$ cat config.mk
export PLATFORM = sky130hd
export DESIGN_NAME = lfo_ctrl
export DESIGN_NICKNAME = d
export VERILOG_FILES = /design/src/design/lfo_pkg.sv /design/src/design/lfo_divider.sv /design/src/design/lfo_ctrl.sv
export VERILOG_INCLUDE_DIRS = /design/src /design/src/design
export SDC_FILE = /design/constraint.sdc
export NUM_CORES = 1
export LEC_CHECK = 0
export BUFFER_PORTS_ARGS = -buffer_cell sky130_fd_sc_hd__buf_2
export CAP_MARGIN = 25
export CORE_MARGIN = 2
export CORE_UTILIZATION = 35
export CTS_BUF_LIST = sky130_fd_sc_hd__clkbuf_4 sky130_fd_sc_hd__clkbuf_8 sky130_fd_sc_hd__clkbuf_16
export DETAILED_ROUTE_END_ITERATION = 6
export PLACE_DENSITY = 0.67
export REMOVE_ABC_BUFFERS = 1
export SLEW_MARGIN = 0
export SYNTH_ARGS = -nofsm -noshare
export SYNTH_HDL_FRONTEND = slang
export SYNTH_SLANG_ARGS = --single-unit
$ cat constraint.sdc
create_clock -name clk_sys -period 2.9 [get_ports clk_sys]
set_input_delay 0.145 -clock clk_sys [delete_from_list [all_inputs] [get_ports clk_sys]]
set_output_delay 0.145 -clock clk_sys [all_outputs]
set_load 0.02 [all_outputs]
$ cat src/design/lfo_regs.svh
// register offsets, field positions, reset values and timing counts of the low-frequency osc block
`ifndef LFO_REGS_SVH
`define LFO_REGS_SVH

// ----------------------------------------------------------------
// register offsets
// ----------------------------------------------------------------
`define LFO_OSC_CTRL_ADDR   8'h86
`define LFO_MULT_CTRL_ADDR  8'hB9

// ----------------------------------------------------------------
// low_freq_osc_control fields
// ----------------------------------------------------------------
`define LFO_EN_BIT          7
`define LFO_RDY_BIT         6
`define LFO_TRIM_MSB        5
`define LFO_TRIM_LSB        2
`define LFO_DIV_MSB         1
`define LFO_DIV_LSB         0
`define LFO_EN_RST          1'h0
`define LFO_DIV_RST         2'h0
`define LFO_TRIM_RST        4'h8

// ----------------------------------------------------------------
// multiplier_compat_control fields
// ----------------------------------------------------------------
`define LFO_MULT_EN_BIT     7
`define LFO_MULT_INIT_BIT   6
`define LFO_MULT_LOCK_BIT   5
`define LFO_MULT_SEL_MSB    1
`define LFO_MULT_SEL_LSB    0
`define LFO_MULT_RD         8'hE0

// ----------------------------------------------------------------
// timing
// ----------------------------------------------------------------
`define LFO_SETTLE_EDGES    5'h10

`endif

$ cat src/design/lfo_pkg.sv
// types of the low-frequency osc block
package lfo_pkg;

  // ----------------------------------------------------------------
  // encodings
  // ----------------------------------------------------------------
  typedef enum logic [1:0] {
    LFO_DIV8 = 2'h0,
    LFO_DIV4 = 2'h1,
    LFO_DIV2 = 2'h2,
    LFO_DIV1 = 2'h3
  } lfo_div_sel_t;

  typedef enum logic [1:0] {
    LFO_MSEL_HFOSC  = 2'h0,
    LFO_MSEL_EXT    = 2'h1,
    LFO_MSEL_EXT_D2 = 2'h2,
    LFO_MSEL_RSVD   = 2'h3
  } lfo_mult_sel_t;

  // ----------------------------------------------------------------
  // ready tracking states
  // ----------------------------------------------------------------
  typedef enum logic [1:0] {
    LFO_RDY_OFF,
    LFO_RDY_SETTLE,
    LFO_RDY_ON
  } lfo_rdy_state_t;

endpackage : lfo_pkg

$ cat src/design/lfo_divider.sv
// output divider of the low-frequency oscillator
`include "lfo_regs.svh"

module lfo_divider
  import lfo_pkg::*;
#(
  parameter int CNT_W = 3
) (
  // clock and reset
  input  wire logic         clk_sys,
  input  wire logic         rst,
  // control
  input  wire logic         enable,
  input  wire logic         restart,
  input  wire lfo_div_sel_t div_sel,
  // source edges and output
  input  wire logic         raw_edge,
  output logic              div_out
);

  logic [CNT_W-1:0] cnt_q;
  logic [CNT_W-1:0] cnt_d;
  logic             out_q;
  logic             out_d;
  logic [CNT_W-1:0] last_cnt;

  // edges per output half period, minus one
  always_comb begin
    unique case (div_sel)
      LFO_DIV8: last_cnt = CNT_W'(7);
      LFO_DIV4: last_cnt = CNT_W'(3);
      LFO_DIV2: last_cnt = CNT_W'(1);
      LFO_DIV1: last_cnt = CNT_W'(0);
    endcase
  end

  always_comb begin
    cnt_d = cnt_q;
    out_d = out_q;
    if (!enable) begin
      cnt_d = '0;
      out_d = 1'b0;
    end else if (restart) begin
      cnt_d = '0;
    end else if (raw_edge) begin
      if (cnt_q >= last_cnt) begin
        cnt_d = '0;
        out_d = ~out_q;
      end else begin
        cnt_d = cnt_q + CNT_W'(1);
      end
    end
  end

  always_ff @(posedge clk_sys) begin
    if (rst) begin
      cnt_q <= '0;
      out_q <= 1'b0;
    end else begin
      cnt_q <= cnt_d;
      out_q <= out_d;
    end
  end

  assign div_out = out_q;
endmodule : lfo_divider

$ cat src/design/lfo_ctrl.sv
// low-frequency osc control, multiplier compatibility register and timer capture path
//
// Operation
// - The multiplier enable, initialize and locked bits always read 1, whatever is written.
// - The multiplier input select field always reads 00.
// - The oscillator output is divided by 8, 4, 2 or 1 per the divider field, reset 00.
// - Bit 7 enables the oscillator when 1 and disables it when 0, reset 0.
// - The ready flag reads 1 once stable and falls on reset, on disable or on a divider change.
// - The 4-bit trim in bits 5 to 2 tunes the frequency, 0000b fastest, 1111b slowest.
// - In capture mode timer two captures on falling and timer three on rising output edges.
// - Each capture copies the timer's 16-bit count into its reload pair.
`include "lfo_regs.svh"

module lfo_ctrl
  import lfo_pkg::*;
#(
  parameter logic [3:0] TRIM_RESET = `LFO_TRIM_RST,
  parameter int         TMR_W      = 16
) (
  // clock and reset
  input  wire logic             clk_sys,
  input  wire logic             rst,
  // register port
  input  wire logic [7:0]       addr,
  input  wire logic [7:0]       wdata,
  input  wire logic             wr,
  input  wire logic             rd,
  output logic      [7:0]       rdata,
  // oscillator
  input  wire logic             lf_osc_raw,
  output logic                  lf_osc_enable,
  output logic      [3:0]       lf_trim,
  output logic                  lf_div_out,
  // timers
  input  wire logic             t2_cap_mode,
  input  wire logic             t3_cap_mode,
  input  wire logic [TMR_W-1:0] t2_count,
  input  wire logic [TMR_W-1:0] t3_count,
  output logic      [TMR_W-1:0] t2_reload,
  output logic      [TMR_W-1:0] t3_reload,
  output logic                  t2_cap_pulse,
  output logic                  t3_cap_pulse
);

  // ----------------------------------------------------------------
  // source synchroniser
  // ----------------------------------------------------------------
  logic raw_s1_q;
  logic raw_s2_q;
  logic raw_s3_q;
  logic raw_edge;

  always_ff @(posedge clk_sys) begin
    if (rst) begin
      raw_s1_q <= 1'b0;
      raw_s2_q <= 1'b0;
      raw_s3_q <= 1'b0;
    end else begin
      raw_s1_q <= lf_osc_raw;
      raw_s2_q <= raw_s1_q;
      raw_s3_q <= raw_s2_q;
    end
  end

  assign raw_edge = raw_s2_q ^ raw_s3_q;

  // ----------------------------------------------------------------
  // control register
  // ----------------------------------------------------------------
  logic         en_q;
  logic         en_d;
  logic [3:0]   trim_q;
  logic [3:0]   trim_d;
  lfo_div_sel_t div_q;
  lfo_div_sel_t div_d;
  logic         osc_wr;
  logic         div_change;

  assign osc_wr     = wr && (addr == `LFO_OSC_CTRL_ADDR);
  assign div_change = osc_wr && (wdata[`LFO_DIV_MSB:`LFO_DIV_LSB] != div_q);

  always_comb begin
    en_d   = en_q;
    trim_d = trim_q;
    div_d  = div_q;
    if (osc_wr) begin
      en_d   = wdata[`LFO_EN_BIT];
      trim_d = wdata[`LFO_TRIM_MSB:`LFO_TRIM_LSB];
      div_d  = lfo_div_sel_t'(wdata[`LFO_DIV_MSB:`LFO_DIV_LSB]);
    end
  end

  always_ff @(posedge clk_sys) begin
    if (rst) begin
      en_q   <= `LFO_EN_RST;
      trim_q <= TRIM_RESET;
      div_q  <= lfo_div_sel_t'(`LFO_DIV_RST);
    end else begin
      en_q   <= en_d;
      trim_q <= trim_d;
      div_q  <= div_d;
    end
  end

  assign lf_osc_enable = en_q;
  assign lf_trim       = trim_q;

  // ----------------------------------------------------------------
  // ready tracking
  // ----------------------------------------------------------------
  lfo_rdy_state_t rdy_q;
  lfo_rdy_state_t rdy_d;
  logic [4:0]     settle_q;
  logic [4:0]     settle_d;
  logic           ready;

  always_comb begin
    rdy_d    = rdy_q;
    settle_d = settle_q;
    unique case (rdy_q)
      LFO_RDY_OFF: begin
        settle_d = '0;
        if (en_q) begin
          rdy_d = LFO_RDY_SETTLE;
        end
      end
      LFO_RDY_SETTLE: begin
        if (raw_edge) begin
          settle_d = settle_q + 5'h01;
        end
        if (settle_q == `LFO_SETTLE_EDGES) begin
          rdy_d = LFO_RDY_ON;
        end
      end
      LFO_RDY_ON: begin
        settle_d = '0;
      end
    endcase
    if (!en_q) begin
      rdy_d    = LFO_RDY_OFF;
      settle_d = '0;
    end else if (div_change) begin
      rdy_d    = LFO_RDY_SETTLE;
      settle_d = '0;
    end
  end

  always_ff @(posedge clk_sys) begin
    if (rst) begin
      rdy_q    <= LFO_RDY_OFF;
      settle_q <= '0;
    end else begin
      rdy_q    <= rdy_d;
      settle_q <= settle_d;
    end
  end

  assign ready = (rdy_q == LFO_RDY_ON);

  // ----------------------------------------------------------------
  // divider
  // ----------------------------------------------------------------
  lfo_divider #(
    .CNT_W    (3)
  ) u_div (
    .clk_sys  (clk_sys),
    .rst      (rst),
    .enable   (en_q),
    .restart  (div_change),
    .div_sel  (div_q),
    .raw_edge (raw_edge),
    .div_out  (lf_div_out)
  );

  // ----------------------------------------------------------------
  // timer capture
  // ----------------------------------------------------------------
  logic             div_prev_q;
  logic             fall_edge;
  logic             rise_edge;
  logic [TMR_W-1:0] t2_rl_q;
  logic [TMR_W-1:0] t2_rl_d;
  logic [TMR_W-1:0] t3_rl_q;
  logic [TMR_W-1:0] t3_rl_d;
  logic             t2_cap_q;
  logic             t2_cap_d;
  logic             t3_cap_q;
  logic             t3_cap_d;

  assign fall_edge = div_prev_q && !lf_div_out;
  assign rise_edge = !div_prev_q && lf_div_out;

  always_comb begin
    t2_rl_d  = t2_rl_q;
    t3_rl_d  = t3_rl_q;
    t2_cap_d = t2_cap_mode && fall_edge;
    t3_cap_d = t3_cap_mode && rise_edge;
    if (t2_cap_d) begin
      t2_rl_d = t2_count;
    end
    if (t3_cap_d) begin
      t3_rl_d = t3_count;
    end
  end

  always_ff @(posedge clk_sys) begin
    if (rst) begin
      div_prev_q <= 1'b0;
      t2_rl_q    <= '0;
      t3_rl_q    <= '0;
      t2_cap_q   <= 1'b0;
      t3_cap_q   <= 1'b0;
    end else begin
      div_prev_q <= lf_div_out;
      t2_rl_q    <= t2_rl_d;
      t3_rl_q    <= t3_rl_d;
      t2_cap_q   <= t2_cap_d;
      t3_cap_q   <= t3_cap_d;
    end
  end

  assign t2_reload    = t2_rl_q;
  assign t3_reload    = t3_rl_q;
  assign t2_cap_pulse = t2_cap_q;
  assign t3_cap_pulse = t3_cap_q;

  // ----------------------------------------------------------------
  // read port
  // ----------------------------------------------------------------
  logic [7:0] rdata_q;
  logic [7:0] rdata_d;

  always_comb begin
    rdata_d = 8'h00;
    if (rd) begin
      if (addr == `LFO_OSC_CTRL_ADDR) begin
        rdata_d = {en_q, ready, trim_q, div_q};
      end else if (addr == `LFO_MULT_CTRL_ADDR) begin
        rdata_d = `LFO_MULT_RD;
      end
    end
  end

  always_ff @(posedge clk_sys) begin
    if (rst) begin
      rdata_q <= 8'h00;
    end else begin
      rdata_q <= rdata_d;
    end
  end

  assign rdata = rdata_q;
endmodule : lfo_ctrl

==> metrics.json <==
{
  "status": "finished clean",
  "numPortBuffers": 101,
  "antenna_found_initial": 0,
  "num-fill-cells": 663,
  "post_layout_nonfiller_instances": 486,
  "layout_worst_path_cycle_share_pct": 59.8,
  "worst_slew_pin_slew_ns": 0.732,
  "floorplan.initialDensity_pct": 36.3,
  "synth_seq_area_share_pct": 51.9,
  "layout-area-overhead-vs-synth_pct": 32.4,
  "path_clk_slew_ns": 0.07,
  "synth_compound_area_share_pct": 12.2,
  "synthesized_area_fraction_occupied_by_and_or_nand_nor_cells_pct": 24.6,
  "critical-path-max-stage-delay_ns": 0.37,
  "cts-htree-levels": 3,
  "final_period_minus_worst_setup_slack_ns": 1.73,
  "core.rowCount": 30,
  "critical_path.slowest_cell": "dfxtp_1",
  "fin_ws_ns": 1.17,
  "cts_inserted_buffers": 9,
  "ant_nets": 0,
  "syn_area_mm2": 0.00247,
  "setup.worst_path.start_class": "flop",
  "design.portCount": 103,
  "critPathTopFamily": "compound AO/OA/AOI/OAI gates",
  "postSynth.topFlopCell": "dfxtp_1",
  "postRouteWirelength_mm": 5.89,
  "path_cells": "or2_2 -> ha_1 -> a21oi_1 -> o21a_1 -> nand4b_1 -> a31oi_1",
  "postSynthAreaPerCell_um2": 8.75,
  "synth_async_sr_flop_share_pct": 0,
  "finalNetCount": 446,
  "setup-tns-final_ns": 0,
  "post_cts_repair_resize_count": 0,
  "syn_inst": 282,
  "crit_buf_inv": 0,
  "clock.fmax_mhz": 577,
  "design.die.area_mm2": 0.00774,
  "end_kind": "flop",
  "grt_start_max_net_pins": 42,
  "critical_path_required_ns": 3.17,
  "count_of_unresolved_drc_violations_after_routing": 0,
  "grtUsageTotal_pct": 16.0,
  "cts_setup_buffers": 0,
  "yosys_register_bits": 64,
  "max_slew_margin_pct": 50.7,
  "grt-ovfl-total": 0,
  "worst_clock_skew_ns": 0.00508,
  "dpl.hpwl_mm": 4.35,
  "yosys_warnings": 0,
  "critPathMaxFanout": 6,
  "power.leakage_nw": 1.48,
  "sequential_cell_area_mm2": 0.00128,
  "detail_route.iter0.violations": 71,
  "post_synth_num_cell_types": 38,
  "final_max_slew_viol_count": 0,
  "clk_root_buffer_cell": "clkbuf_8",
  "critPathKind": "reg -> reg",
  "finalHoldViolCount": 0,
  "synth-edff-count": 0,
  "routedWlPerCell_um": 12.1,
  "clock-sinks": 64,
  "arrival_ns": 2.00,
  "mostFrequentLayoutCells": "101 x buf_2, 71 x nand2_1, 64 x dfxtp_1",
  "ant_cells": 0,
  "grt_first_pass_wirelength_mm": 9.48,
  "ir_drop_uv": 380,
  "pre_cts_ws_ns": 1.16,
  "post_layout_instance_area_mm2": 0.00327,
  "synth-adder-area-share_pct": 3.04,
  "largest_family_of_logic_cells_by_synthesized_area": "simple AND/OR/NAND/NOR gates",
  "cap_violations": 0,
  "dp_cells": 469,
  "layout_commonest_cell": "buf_2",
  "firstDrtPassIters": 4,
  "setup_viol": 0,
  "cts.path.max_buffers": 2,
  "detailroute.via_count": 2211,
  "layout-drive-gt1-share_pct": 32.3,
  "power.density_mw_per_mm2": 531,
  "multi_input_area_mm2": 0.00111,
  "unrepaired_setup_endpoints_after_global_routing": "false",
  "die-height_um": 88.0,
  "die_w_um": 88.0,
  "insertion_delay_ns": 0.33,
  "min-delay-path-class": "in -> reg",
  "cts_tree": "yes",
  "postPlaceCellArea_mm2": 0.00305,
  "muxShareOfSynthArea_pct": 2.43,
  "first_global_vias": 2121,
  "final_estimated_routing_congestion_in_global_placement": 0.749,
  "core_area_mm2": 0.00679,
  "fin_util_pct": 48.1,
  "post_drt_via_cell_ratio": 4.55,
  "post_synth_xor_area_fraction_pct": 2.84,
  "cts.hold.buffers_added": 0
}
Yosys cell counts, types with 6 or more instances:
| master | number | area, um2 |
|---|---|---|
| ha_1 | 6 | 75.1 |
| mux2i_1 | 6 | 60.1 |
| and2_1 | 6 | 37.5 |
| a21oi_1 | 40 | 200 |
| nor2b_1 | 7 | 43.8 |
| inv_1 | 7 | 26.3 |
| nand2_1 | 71 | 267 |
| nor2_1 | 20 | 75.1 |
| o21ai_0 | 6 | 30.0 |
| dfxtp_1 | 64 | 1280 |
worst reg2reg max path, stage by stage (launching register included):
cell	delay [ns]
dfxtp_1	0.37
or2_2	0.32
ha_1	0.29
a21oi_1	0.17
o21a_1	0.24
nand4b_1	0.12
a31oi_1	0.17
final timing paths:
check                           cells past startpoint  slack [ns]          start              to
worst min register to register                      2        0.45  t3_reload[13]   t3_reload[13]
worst max-delay path                                6        1.17       div_q[1]  u_div.cnt_q[2]
worst max register to register                      6        1.17       div_q[1]  u_div.cnt_q[2]
worst min-delay path                                3        0.04   t3_count[13]   t3_reload[13]
stage by stage:
stage	total power, mW	hold WS (ns)
after global routing	1.80	0.0280
after detailed placement	0.971	0.390
final	1.74	0.0430
after global placement	0.969	0.376
after CTS	1.76	0.0242
after floorplan	0.916	0.214
power breakdown:
| group | switching, mW | internal [mW] | total [mW] |
|---|---|---|---|
| Clock | 0.326 | 0.461 | 0.786 |
| Sequential | 0.00114 | 0.881 | 0.882 |
| Combinational | 0.0349 | 0.0339 | 0.0688 |
logic make-up (layout without fill, tap and decap cells):
kind of cell / count (synthesis) / count (layout)
AOI/OAI and AO/OA: 55 / 55
DFF: 64 / 64
xor gates and xnor gates: 8 / 8
adders and majority gates: 6 / 6
buffers and inverters: 18 / 126
muxes: 6 / 6
and+or+nand+nor: 125 / 125
metal layers:
layer	wire (um)	part of all wire, %	global-route usage (%)	up-vias
li1	-	-	-	1141
met1	2680	45	19.8	984
met2	2690	46	25.6	80
met3	454	7.7	6.69	6
met4	58	0.99	5.03	0
met5	0	0	0	-
sequential cells by signal, indices dropped and copies added (netlist names):
name,cells
div_prev_q,1
div_q,2
lf_osc_enable,1
lf_trim,4
raw_s1_q,1
raw_s2_q,1
raw_s3_q,1
rdata,8
rdy_q,2
settle_q,5
t2_cap_pulse,1
t2_reload,16
t3_cap_pulse,1
t3_reload,16
u_div.cnt_q,3
u_div.div_out,1
final cells by class:
cell class | instances | share of cell area [%]
clock inverters | 3 | 1.23
inverters | 7 | 0.804
multi-input cells | 200 | 34.1
flip-flops and latches | 64 | 39.2
well taps | 96 | 3.68
repair buffers | 103 | 15.9
clock buffers | 13 | 5.09
Note: power is estimated with default switching activity, not from simulation.
